## src/cos_pkg.sv

```systemverilog
package cos_pkg;
    // Timebase
    localparam int CLK_PERIOD_NS = 10;
    localparam int T_LOCK_NS = 1800000;
    localparam int LOCK_CYCLES = T_LOCK_NS / CLK_PERIOD_NS;
    localparam int DIFF_DIV = 2;
    localparam int N_PARK_PERIODS = 4;
    localparam int PARK_CYCLES = N_PARK_PERIODS * DIFF_DIV;

    // Output and request counts
    localparam int N_REQ = 2;
    localparam int N_SRC = 8;
    localparam int N_CPU = 2;
    localparam int N_BUS = 4;
    localparam int N_FREE = 2;
    localparam int N_SYNC = N_REQ + 3;

    // Register map, byte addresses
    localparam int ADR_W = 8;
    localparam logic [7:0] REG_REQ_MAP0 = 8'h00;
    localparam logic [7:0] REG_REQ_MAP1 = 8'h04;
    localparam logic [7:0] REG_SRC_BUS_STOP = 8'h08;
    localparam logic [7:0] REG_SRC_MODE = 8'h0C;
    localparam logic [7:0] REG_CPU_CFG = 8'h10;
    localparam logic [7:0] REG_MISC = 8'h14;
    localparam logic [7:0] REG_STATUS = 8'h18;

    // Reset values
    localparam logic [7:0] RST_REQ_MAP = 8'h00;
    localparam logic [7:0] RST_SRC_BUS_STOP = 8'h00;
    localparam logic [7:0] RST_SRC_MODE = 8'h00;
    localparam logic [7:0] RST_CPU_CFG = 8'h03;
    localparam logic [7:0] RST_MISC = 8'h01;

    // Field positions
    localparam int CPU_STOP_LSB = 0;
    localparam int CPU_MODE_LSB = 4;
    localparam int MISC_DISP100_BIT = 0;
    localparam int MISC_DOT_MODE_BIT = 1;
    localparam int MISC_DISP_MODE_BIT = 2;
    localparam int MISC_FREE_LSB = 4;
    localparam int ST_PD_BIT = 0;
    localparam int ST_LOCK_BIT = 1;
    localparam int ST_CPU_HALT_BIT = 2;
    localparam int ST_BUS_HALT_BIT = 3;
    localparam int ST_SRC_RUN_LSB = 8;

    // Synchroniser idle levels: requests off, halts off, shared pin not yet good
    localparam logic [N_SYNC-1:0] SYNC_IDLE = 5'h1F;

    typedef enum logic [2:0] {
        ST_WAIT_PG = 3'b000,
        ST_LOCK = 3'b001,
        ST_RUN = 3'b010,
        ST_PARK = 3'b011,
        ST_OFF = 3'b100
    } cos_state_t;

    // Pair drive {true, comp, true_oe, comp_oe}
    function automatic logic [3:0] cos_pair(input logic ph, input logic run,
                                            input logic park, input logic park_tri,
                                            input logic release_hi, input logic stop_hi,
                                            input logic stop_tri);
        logic [3:0] v;
        v = 4'h0;
        if (park) begin
            if (!park_tri) begin
                v = 4'hA;
            end else if (release_hi) begin
                v = 4'hB;
            end else begin
                v = 4'h0;
            end
        end else if (run) begin
            v = {ph, ~ph, 2'b11};
        end else if (stop_tri) begin
            v = 4'h0;
        end else if (stop_hi) begin
            v = 4'hB;
        end else begin
            v = 4'h3;
        end
        return v;
    endfunction : cos_pair
endpackage : cos_pkg

```

## src/cos_sync.sv

```systemverilog
`timescale 1ns/1ns
module cos_sync #(
    parameter int W = 1,
    parameter logic [W-1:0] IDLE = '0
) (
    input wire logic clk,
    input wire logic rst,
    input wire logic [W-1:0] d,
    output logic [W-1:0] q
);
    logic [W-1:0] s1_q;
    logic [W-1:0] s2_q;
    logic [W-1:0] s3_q;

    always_ff @(posedge clk or posedge rst) begin
        if (rst) begin
            s1_q <= IDLE;
            s2_q <= IDLE;
            s3_q <= IDLE;
        end else begin
            s1_q <= d;
            s2_q <= s1_q;
            s3_q <= s2_q;
        end
    end

    // A level counts only once it held over two sampling edges
    always_ff @(posedge clk or posedge rst) begin
        if (rst) begin
            q <= IDLE;
        end else begin
            for (int i = 0; i < W; i++) begin
                if (s2_q[i] == s3_q[i]) begin
                    q[i] <= s3_q[i];
                end
            end
        end
    end
endmodule : cos_sync

```

## src/cos_pwr_seq.sv

```systemverilog
`timescale 1ns/1ns
module cos_pwr_seq
    import cos_pkg::*;
#(
    parameter int LOCK_CYC = cos_pkg::LOCK_CYCLES,
    parameter int PARK_CYC = cos_pkg::PARK_CYCLES
) (
    input wire logic clk,
    input wire logic rst,
    input wire logic pin_level,
    output cos_pkg::cos_state_t state,
    output logic park,
    output logic osc_en,
    output logic release_hi,
    output logic locked
);
    cos_state_t state_q;
    cos_state_t state_d;
    logic [31:0] cnt_q;
    logic [31:0] cnt_d;

    always_comb begin
        state_d = state_q;
        cnt_d = cnt_q + 32'h1;
        case (state_q)
            ST_WAIT_PG: begin
                cnt_d = 32'h0;
                if (!pin_level) begin
                    state_d = ST_LOCK;
                end
            end
            ST_LOCK: begin
                if (pin_level) begin
                    state_d = ST_PARK;
                    cnt_d = 32'h0;
                end else if (cnt_q >= 32'(LOCK_CYC - 1)) begin
                    state_d = ST_RUN;
                end
            end
            ST_RUN: begin
                cnt_d = 32'h0;
                if (pin_level) begin
                    state_d = ST_PARK;
                end
            end
            ST_PARK: begin
                // Oscillators keep running until every output is parked
                if (cnt_q >= 32'(PARK_CYC - 1)) begin
                    state_d = ST_OFF;
                end
            end
            ST_OFF: begin
                cnt_d = 32'h0;
                if (!pin_level) begin
                    state_d = ST_LOCK;
                end
            end
            default: begin
                state_d = ST_WAIT_PG;
                cnt_d = 32'h0;
            end
        endcase
    end

    always_ff @(posedge clk or posedge rst) begin
        if (rst) begin
            state_q <= ST_WAIT_PG;
            cnt_q <= 32'h0;
        end else begin
            state_q <= state_d;
            cnt_q <= cnt_d;
        end
    end

    assign state = state_q;
    assign park = (state_q != ST_RUN);
    assign osc_en = (state_q == ST_LOCK) || (state_q == ST_RUN) || (state_q == ST_PARK);
    assign release_hi = (state_q == ST_LOCK);
    assign locked = (state_q == ST_RUN);
endmodule : cos_pwr_seq

```

## src/cos_top.sv

```systemverilog
`timescale 1ns/1ns
// Functional notes
// - Request inputs are active low; low runs mapped outputs, high lets them stop.
// - One configuration byte per request input selects its controlled outputs.
// - A request change counts only after holding over two sampling edges.
// - On request low, stopped outputs restart together, glitch-free, within 2-6 periods.
// - On request low, stopped outputs are driven high within 10 ns of synchronising.
// - On request high, stoppable outputs stop after next transition, ending low/low.
// - Shared pin is power-good first, then power-down once seen low.
// - Power-down is asynchronous, active high, synchronised before shutdown.
// - Bus clocks parked low and differential pairs parked by drive mode before oscillators and crystal stop.
// - Single-ended park at next fall, differential at next complement fall, within 4.
// - Drive mode 0 parks true line high, complement tri-stated.
// - Drive mode 1 parks both lines tri-stated.
// - Display clock follows dot stop at 96 MHz, serial-reference at 100 MHz.
// - Stable clocks within 1.8 ms of power-down release or supply ramp.
// - Tri-stated differential outputs driven high within 300 us of release.
// - After lock, all outputs enable within a few cycles of each other.
// - Processor halt stops stoppable processor outputs 2-6 periods after synchronising.
// - Stopped processor pairs high/low when driven, low/low when tri-stated.
// - Bus halt stops bus and stoppable serial-reference outputs; free-running ones continue.
// - Stopped bus outputs low; serial-reference pairs high/low or low/low by mode.
// - On bus halt release, bus outputs restart synchronously within two bus periods.
// - Per-output bit: serial-reference output stops with bus halt (1) or runs (0).
module cos_top
    import cos_pkg::*;
#(
    parameter int LOCK_CYC = cos_pkg::LOCK_CYCLES
) (
    input wire logic CLK,
    input wire logic RST,
    input wire logic WB_CYC_I,
    input wire logic WB_STB_I,
    input wire logic WB_WE_I,
    input wire logic [cos_pkg::ADR_W-1:0] WB_ADR_I,
    input wire logic [3:0] WB_SEL_I,
    input wire logic [31:0] WB_DAT_I,
    output logic [31:0] WB_DAT_O,
    output logic WB_ACK_O,
    input wire logic [cos_pkg::N_REQ-1:0] SERIAL_REF_REQUEST_N,
    input wire logic TERMINATION_POWER_GOOD_N,
    input wire logic PROCESSOR_CLOCK_HALT_N,
    input wire logic BUS_CLOCK_HALT_N,
    output logic [cos_pkg::N_SRC-1:0] SRC_T,
    output logic [cos_pkg::N_SRC-1:0] SRC_C,
    output logic [cos_pkg::N_SRC-1:0] SRC_T_OE,
    output logic [cos_pkg::N_SRC-1:0] SRC_C_OE,
    output logic [cos_pkg::N_CPU-1:0] CPU_T,
    output logic [cos_pkg::N_CPU-1:0] CPU_C,
    output logic [cos_pkg::N_CPU-1:0] CPU_T_OE,
    output logic [cos_pkg::N_CPU-1:0] CPU_C_OE,
    output logic DOT_T,
    output logic DOT_C,
    output logic DOT_T_OE,
    output logic DOT_C_OE,
    output logic DISP_T,
    output logic DISP_C,
    output logic DISP_T_OE,
    output logic DISP_C_OE,
    output logic [cos_pkg::N_BUS-1:0] BUS_CLK,
    output logic [cos_pkg::N_FREE-1:0] FREE_BUS_CLK,
    output logic OSC_ENABLE,
    output logic PLL_ENABLE
);
    import cos_pkg::*;

    logic [N_SYNC-1:0] sync_q;
    logic [N_REQ-1:0] req_low;
    logic power_down_input;
    logic cpu_halt;
    logic bus_halt;
    cos_state_t pstate;
    logic park;
    logic osc_en;
    logic release_hi;
    logic locked;

    logic [7:0] req_map_q [N_REQ];
    logic [7:0] src_bus_stop_q;
    logic [7:0] src_mode_q;
    logic [7:0] cpu_cfg_q;
    logic [7:0] misc_q;
    logic bus_req;
    logic [31:0] rd_d;

    logic ph_q;
    logic ph_d;
    logic [1:0] bcnt_q;
    logic [1:0] bcnt_d;
    logic park_diff_q;
    logic park_diff_d;
    logic park_bus_q;
    logic park_bus_d;
    logic [N_SRC-1:0] run_src_q;
    logic [N_SRC-1:0] run_src_d;
    logic [N_CPU-1:0] run_cpu_q;
    logic [N_CPU-1:0] run_cpu_d;
    logic run_bus_q;
    logic run_bus_d;
    logic [N_FREE-1:0] run_free_q;
    logic [N_FREE-1:0] run_free_d;
    logic [N_SRC-1:0] stop_src;
    logic [N_SRC-1:0] by_bus;
    logic [N_SRC-1:0] wanted;
    logic [N_SRC-1:0] mapped;
    logic [N_CPU-1:0] stop_cpu;
    logic [N_FREE-1:0] stop_free;
    logic diff_rise;
    logic diff_fall;
    logic bus_rise;
    logic bus_fall;

    cos_sync #(
        .W(N_SYNC),
        .IDLE(SYNC_IDLE)
    ) u_sync (
        .clk(CLK),
        .rst(RST),
        .d({BUS_CLOCK_HALT_N, PROCESSOR_CLOCK_HALT_N, TERMINATION_POWER_GOOD_N,
            SERIAL_REF_REQUEST_N}),
        .q(sync_q)
    );

    assign req_low = ~sync_q[N_REQ-1:0];
    assign power_down_input = sync_q[N_REQ];
    assign cpu_halt = ~sync_q[N_REQ+1];
    assign bus_halt = ~sync_q[N_REQ+2];

    cos_pwr_seq #(
        .LOCK_CYC(LOCK_CYC),
        .PARK_CYC(PARK_CYCLES)
    ) u_seq (
        .clk(CLK),
        .rst(RST),
        .pin_level(power_down_input),
        .state(pstate),
        .park(park),
        .osc_en(osc_en),
        .release_hi(release_hi),
        .locked(locked)
    );

    // Wishbone slave: one wait state, unmapped reads return zero
    assign bus_req = WB_CYC_I && WB_STB_I && !WB_ACK_O;

    always_ff @(posedge CLK or posedge RST) begin
        if (RST) begin
            WB_ACK_O <= 1'b0;
        end else begin
            WB_ACK_O <= bus_req;
        end
    end

    always_ff @(posedge CLK or posedge RST) begin
        if (RST) begin
            for (int k = 0; k < N_REQ; k++) begin
                req_map_q[k] <= RST_REQ_MAP;
            end
            src_bus_stop_q <= RST_SRC_BUS_STOP;
            src_mode_q <= RST_SRC_MODE;
            cpu_cfg_q <= RST_CPU_CFG;
            misc_q <= RST_MISC;
        end else if (bus_req && WB_WE_I && WB_SEL_I[0]) begin
            if (WB_ADR_I == REG_REQ_MAP0) begin
                req_map_q[0] <= WB_DAT_I[7:0];
            end else if (WB_ADR_I == REG_REQ_MAP1) begin
                req_map_q[1] <= WB_DAT_I[7:0];
            end else if (WB_ADR_I == REG_SRC_BUS_STOP) begin
                src_bus_stop_q <= WB_DAT_I[7:0];
            end else if (WB_ADR_I == REG_SRC_MODE) begin
                src_mode_q <= WB_DAT_I[7:0];
            end else if (WB_ADR_I == REG_CPU_CFG) begin
                cpu_cfg_q <= WB_DAT_I[7:0];
            end else if (WB_ADR_I == REG_MISC) begin
                misc_q <= WB_DAT_I[7:0];
            end
        end
    end

    always_comb begin
        rd_d = 32'h0;
        if (WB_ADR_I == REG_REQ_MAP0) begin
            rd_d[7:0] = req_map_q[0];
        end else if (WB_ADR_I == REG_REQ_MAP1) begin
            rd_d[7:0] = req_map_q[1];
        end else if (WB_ADR_I == REG_SRC_BUS_STOP) begin
            rd_d[7:0] = src_bus_stop_q;
        end else if (WB_ADR_I == REG_SRC_MODE) begin
            rd_d[7:0] = src_mode_q;
        end else if (WB_ADR_I == REG_CPU_CFG) begin
            rd_d[7:0] = cpu_cfg_q;
        end else if (WB_ADR_I == REG_MISC) begin
            rd_d[7:0] = misc_q;
        end else if (WB_ADR_I == REG_STATUS) begin
            rd_d[ST_PD_BIT] = (pstate == ST_PARK) || (pstate == ST_OFF);
            rd_d[ST_LOCK_BIT] = locked;
            rd_d[ST_CPU_HALT_BIT] = cpu_halt;
            rd_d[ST_BUS_HALT_BIT] = bus_halt;
            rd_d[ST_SRC_RUN_LSB +: N_SRC] = run_src_q;
        end
    end

    always_ff @(posedge CLK or posedge RST) begin
        if (RST) begin
            WB_DAT_O <= 32'h0;
        end else if (bus_req) begin
            WB_DAT_O <= rd_d;
        end
    end

    // Stop decisions; an output mapped to no request ignores requests
    always_comb begin
        mapped = '0;
        wanted = '0;
        for (int k = 0; k < N_REQ; k++) begin
            mapped = mapped | req_map_q[k];
            wanted = wanted | (req_map_q[k] & {N_SRC{req_low[k]}});
        end
        by_bus = src_bus_stop_q & {N_SRC{bus_halt}};
        stop_src = (mapped & ~wanted) | by_bus;
        stop_cpu = cpu_cfg_q[CPU_STOP_LSB +: N_CPU] & {N_CPU{cpu_halt}};
        stop_free = ~misc_q[MISC_FREE_LSB +: N_FREE] & {N_FREE{bus_halt}};
    end

    // Phase generators stand still while the oscillators are off
    assign ph_d = osc_en ? ~ph_q : ph_q;
    assign bcnt_d = osc_en ? bcnt_q + 2'h1 : bcnt_q;
    assign diff_rise = osc_en && !ph_q;
    assign diff_fall = osc_en && ph_q;
    assign bus_rise = osc_en && (bcnt_q == 2'h1);
    assign bus_fall = osc_en && (bcnt_q == 2'h3);

    // Gating moves only on phase edges, which keeps every pulse whole
    always_comb begin
        park_diff_d = park_diff_q;
        if (park && (!osc_en || diff_rise)) begin
            park_diff_d = 1'b1;
        end else if (!park && diff_rise) begin
            park_diff_d = 1'b0;
        end
        park_bus_d = park_bus_q;
        if (park && (!osc_en || bus_fall)) begin
            park_bus_d = 1'b1;
        end else if (!park && bus_rise) begin
            park_bus_d = 1'b0;
        end
        for (int i = 0; i < N_SRC; i++) begin
            run_src_d[i] = run_src_q[i];
            if (diff_fall && stop_src[i]) begin
                run_src_d[i] = 1'b0;
            end else if (diff_rise && !stop_src[i]) begin
                run_src_d[i] = 1'b1;
            end
        end
        for (int i = 0; i < N_CPU; i++) begin
            run_cpu_d[i] = run_cpu_q[i];
            if (diff_fall && stop_cpu[i]) begin
                run_cpu_d[i] = 1'b0;
            end else if (diff_rise && !stop_cpu[i]) begin
                run_cpu_d[i] = 1'b1;
            end
        end
        run_bus_d = run_bus_q;
        if (bus_fall && bus_halt) begin
            run_bus_d = 1'b0;
        end else if (bus_rise && !bus_halt) begin
            run_bus_d = 1'b1;
        end
        for (int j = 0; j < N_FREE; j++) begin
            run_free_d[j] = run_free_q[j];
            if (bus_fall && stop_free[j]) begin
                run_free_d[j] = 1'b0;
            end else if (bus_rise && !stop_free[j]) begin
                run_free_d[j] = 1'b1;
            end
        end
    end

    always_ff @(posedge CLK or posedge RST) begin
        if (RST) begin
            ph_q <= 1'b0;
            bcnt_q <= 2'h0;
            park_diff_q <= 1'b1;
            park_bus_q <= 1'b1;
            run_src_q <= '1;
            run_cpu_q <= '1;
            run_bus_q <= 1'b1;
            run_free_q <= '1;
        end else begin
            ph_q <= ph_d;
            bcnt_q <= bcnt_d;
            park_diff_q <= park_diff_d;
            park_bus_q <= park_bus_d;
            run_src_q <= run_src_d;
            run_cpu_q <= run_cpu_d;
            run_bus_q <= run_bus_d;
            run_free_q <= run_free_d;
        end
    end

    // Differential pin drive, registered straight onto the pins
    always_ff @(posedge CLK or posedge RST) begin
        logic wake;
        logic disp_run;
        logic [3:0] v;
        if (RST) begin
            SRC_T <= '0;
            SRC_C <= '0;
            SRC_T_OE <= '0;
            SRC_C_OE <= '0;
            CPU_T <= '0;
            CPU_C <= '0;
            CPU_T_OE <= '0;
            CPU_C_OE <= '0;
            {DOT_T, DOT_C, DOT_T_OE, DOT_C_OE} <= 4'h0;
            {DISP_T, DISP_C, DISP_T_OE, DISP_C_OE} <= 4'h0;
        end else begin
            for (int i = 0; i < N_SRC; i++) begin
                // Pending restart pulls the pair high before its first edge
                wake = !run_src_d[i] && !stop_src[i];
                v = cos_pair(ph_d, run_src_d[i], park_diff_d, src_mode_q[i], release_hi,
                             wake || by_bus[i], src_mode_q[i] && !wake);
                {SRC_T[i], SRC_C[i], SRC_T_OE[i], SRC_C_OE[i]} <= v;
            end
            for (int i = 0; i < N_CPU; i++) begin
                v = cos_pair(ph_d, run_cpu_d[i], park_diff_d, cpu_cfg_q[CPU_MODE_LSB + i],
                             release_hi, 1'b1, cpu_cfg_q[CPU_MODE_LSB + i]);
                {CPU_T[i], CPU_C[i], CPU_T_OE[i], CPU_C_OE[i]} <= v;
            end
            {DOT_T, DOT_C, DOT_T_OE, DOT_C_OE} <= cos_pair(ph_d, 1'b1, park_diff_d,
                misc_q[MISC_DOT_MODE_BIT], release_hi, 1'b1, 1'b0);
            // Display clock takes the gating of whichever family it mimics
            disp_run = misc_q[MISC_DISP100_BIT] ? run_src_d[0] : 1'b1;
            {DISP_T, DISP_C, DISP_T_OE, DISP_C_OE} <= cos_pair(ph_d, disp_run, park_diff_d,
                misc_q[MISC_DISP_MODE_BIT], release_hi, 1'b0, src_mode_q[0]);
        end
    end

    // Single-ended clocks end low when stopped or parked
    always_ff @(posedge CLK or posedge RST) begin
        if (RST) begin
            BUS_CLK <= '0;
            FREE_BUS_CLK <= '0;
        end else begin
            BUS_CLK <= {N_BUS{run_bus_d && !park_bus_d && bcnt_d[1]}};
            for (int j = 0; j < N_FREE; j++) begin
                FREE_BUS_CLK[j] <= run_free_d[j] && !park_bus_d && bcnt_d[1];
            end
        end
    end

    // Oscillators only stop after the parking window has elapsed
    always_ff @(posedge CLK or posedge RST) begin
        if (RST) begin
            OSC_ENABLE <= 1'b0;
            PLL_ENABLE <= 1'b0;
        end else begin
            OSC_ENABLE <= osc_en;
            PLL_ENABLE <= osc_en;
        end
    end
endmodule : cos_top

```

## config.mk

```make
export PLATFORM = sky130hd
export DESIGN_NAME = cos_top
export DESIGN_NICKNAME = d
export VERILOG_FILES = /design/src/cos_pkg.sv /design/src/cos_sync.sv /design/src/cos_pwr_seq.sv /design/src/cos_top.sv
export SDC_FILE = /design/constraint.sdc
export NUM_CORES = 1
export LEC_CHECK = 0
export BUFFER_PORTS_ARGS = -buffer_cell sky130_fd_sc_hd__buf_2
export CAP_MARGIN = 5
export CORE_MARGIN = 2
export CORE_UTILIZATION = 45
export CTS_BUF_LIST = sky130_fd_sc_hd__clkbuf_4
export CTS_CLUSTER_SIZE = 28
export DETAILED_ROUTE_END_ITERATION = 12
export MAX_ROUTING_LAYER = met4
export PLACE_DENSITY_LB_ADDON = 0.25
export SYNTH_ARGS = -nofsm -noshare
export SYNTH_HDL_FRONTEND = slang
export SYNTH_SLANG_ARGS = --single-unit
```

## constraint.sdc

```tcl
create_clock -name CLK -period 10.84 [get_ports CLK]
set_input_delay 1.626 -clock CLK [delete_from_list [all_inputs] [get_ports CLK]]
set_output_delay 1.626 -clock CLK [all_outputs]
set_load 0.05 [all_outputs]
```

==> impl_metrics.toml <==
[status]
status = "finished clean"

[finish]
final_nets = 917
final_common_cell = "dfrtp_1"
area_delta_synth_final_pct = 10.1
fillers = 1792
layout_common_cells = "152 x dfrtp_1, 99 x buf_2, 62 x nor2_1, 51 x mux2_2, 40 x nand2_1"
drive_gt1_share_pct = 28.8

[die]
core-area_um2 = 19300
rows = 51
initial_core_util_pct = 45.5
ios = 143
die_y_um = 144
die_w_um = 144
dieArea_um2 = 20700

[power_and_ir_drop]
p_per_area_nw_per_um2 = 197
ir_drop_uv = 112
p_leak_nw = 4.31

[yosys]
synthFlopType = "dfrtp_1"
seq_area_frac_synth_pct = 54.6
synth_area_per_cell_um2 = 11.3
synth_cell_types = 76
synth_area_um2 = 8800
synth_edf_count = 0
syn_inst = 779
async_flop_share_pct = 100
ys_warn_count = 0
ys_ff_latch = 190

[clock_tree]
cts_setup_buffers = 0
cts_resized = 0
root_buffer = "clkbuf_4"
clock_latency_ns = 0.57
holdBufCountCts = 0
cts.sinks = 190
clock_path_buffers = 2
cts_tree = "done"
numCtsBuffers = 17
h-tree-depth = 4
clk_pin_slew_worst_paths_ns = 0.15

[place]
portBuffers = 99
hpwlAfterDp_um = 13700
dp_worst_setup_slack_ns = 6.68
routabilityCongestion = 0.837

[grt]
first_global_vias = 5687
grt_pass1_wl_um = 31000
grt_max_degree = 110
grt.total_usage_pct = 20.0
antenna_found_initial = 3
overflow = 0

[timing]
finalHoldViolCount = 0
fmaxAchievable_mhz = 280
setup_viol = 0
setup_ws_ns = 7.27
period_share_pct = 32.9
grt_setup_unrepaired = "no"
fin_setup_tns_ns = 0
finClkSkew_ns = 0.0188
slew_headroom_pct = 34.4
tightest_slew_ns = 0.983
fin_crit_ns = 3.57
drv_slew = 0

[critical_path]
crit_type = "reg -> reg"
cp-start-kind = "flop"
cp_cell_sequence = "o21ba_2 -> ha_1 -> nor2b_1 -> a21o_1 -> inv_1 -> nand2_1 -> o211ai_1"
arrival_ns = 4.00
cp_data_required_time_ns = 11.27
cp-end-kind = "flop"
cp_max_fo = 27
cp_slowest_cell = "a21o_1"
max_stage_delay_ns = 0.61

[detailed_routing]
wire_per_inst_um = 17.0
vias_per_cell = 5.32
drc = 0
drt_iter0_markers = 317
postRouteAntennaNets = 0
via_count = 6061
drt_first_pass_iters = 6
drt-total-wl_um = 19400

[flow_run]
cap_violations = 0

[worst_hold_path]
min_path_type = "reg -> reg"
synth_stat cells (3+ instances only):
master	count	area share, %
or2_2	4	0.28
buf_4	20	1.7
nand3_1	16	0.91
maj3_1	5	0.57
xor2_1	5	0.50
and3_1	4	0.28
nor3b_1	4	0.34
dfstp_2	38	11
nor2_1	62	2.6
and4_1	5	0.50
inv_1	18	0.77
or3_1	9	0.64
nor4_1	13	0.92
ha_1	5	0.71
o22ai_1	3	0.21
mux2i_1	11	1.3
mux2_2	51	6.5
nor2b_1	21	1.5
a22oi_1	9	0.77
nor3_1	24	1.4
a221oi_1	3	0.30
xnor2_1	9	0.90
a21o_1	11	0.94
nand2b_1	23	1.6
o21ai_0	22	1.3
mux4_2	3	0.77
a22o_1	8	0.80
o31ai_1	15	1.3
o211ai_1	7	0.60
a31oi_1	3	0.21
mux2_4	8	1.4
buf_1	5	0.21
clkbuf_1	27	1.2
a21oi_1	36	2.0
dfrtp_1	152	43
a2bb2oi_1	6	0.60
nand2_1	40	1.7
and2_1	5	0.36
nand4_1	11	0.78
or4_1	13	1.1
cell families after synthesis:
family	after synthesis	share of synthesized area, %
buffers and inverters	75	4.25
xor gates and xnor gates	14	1.39
adders and majority gates	10	1.28
AOI/OAI and AO/OA	148	11.6
DFF	190	54.6
other	1	0.0426
muxes	73	9.91
and+or+nand+nor	268	16.9
final timing paths:
kind / startpoint / end / slack, ns / cells past startpoint
max: u_seq.state[0] / SRC_T[4] / 7.27 / 7
min: u_sync.s1_q[4] / u_sync.s2_q[4] / 0.37 / 0
max reg2reg: u_seq.state[0] / SRC_T[4] / 7.27 / 7
min reg2reg: u_sync.s1_q[4] / u_sync.s2_q[4] / 0.37 / 0
max in group asynchronous: RST / SRC_C[4] / 8.21 / 3
min in group asynchronous: RST / PLL_ENABLE / 1.18 / 2
metal layers:
metal  vias to the layer above  wire length [um]  part of all wire, %  GRT usage, %
met4                         0               184                 0.95          5.01
met1                      2919              9180                   47          27.5
li1                       2958                 -                    -             -
met2                       171              8950                   46          30.3
met5                         -                 0                    0             -
met3                        13              1040                  5.4          4.63
cell type report:
class	instances	area [um^2]	share of cell area, %
flip-flops and latches	190	4800	49.6
clock buffers	17	128	1.32
clock inverters	15	153	1.58
multi-input cells	529	3680	37.9
well taps	265	332	3.42
diodes	3	7.51	0.0775
inverters	19	78.8	0.814
repair buffers	101	510	5.27
metrics by stage:
step | utilization [%] | cell area [um^2] | hold slack [ns] | power (mW) | std cells
after floorplan | - | 8850 | 0.345 | 1.39 | 794
after global placement | 48.6 | 9400 | 0.345 | 1.54 | 1104
after detailed placement | 48.6 | 9400 | 0.347 | 1.54 | 1104
after CTS | 50.1 | 9680 | 0.365 | 1.92 | 1136
after global routing | 50.1 | 9690 | 0.372 | 2.02 | 1139
final | 50.1 | 9690 | 0.367 | 1.90 | 1139
worst max-delay path: cells and delay by family, from the launching register on:
| kind | cells | cell delay, ns |
|---|---|---|
| flops | 1 | 0.56 |
| simple gates | 2 | 0.66 |
| buf+inv | 1 | 0.57 |
| compound gates | 3 | 1.15 |
| fa+ha+maj | 1 | 0.50 |
state kept, by name, indices dropped and copies added, names as in the netlist, 3 cells and up:
register        count
cpu_cfg_q           8
src_bus_stop_q      8
u_seq.cnt_q        32
u_sync.s1_q         5
WB_DAT_O           16
u_sync.s2_q         5
SRC_T_OE            8
src_mode_q          8
u_sync.s3_q         5
u_sync.q            5
SRC_T               8
SRC_C               8
run_src_q           8
SRC_C_OE            8
req_map_q          16
misc_q              8
u_seq.state         3
report_power, final:
part / total [mW] / internal [mW] / switching [mW]
sequential: 0.850 / 0.805 / 0.0453
combinational: 0.674 / 0.177 / 0.498
clock: 0.381 / 0.122 / 0.258
total: 1.90 / 1.10 / 0.801
Power figures use the tool's default switching activity.
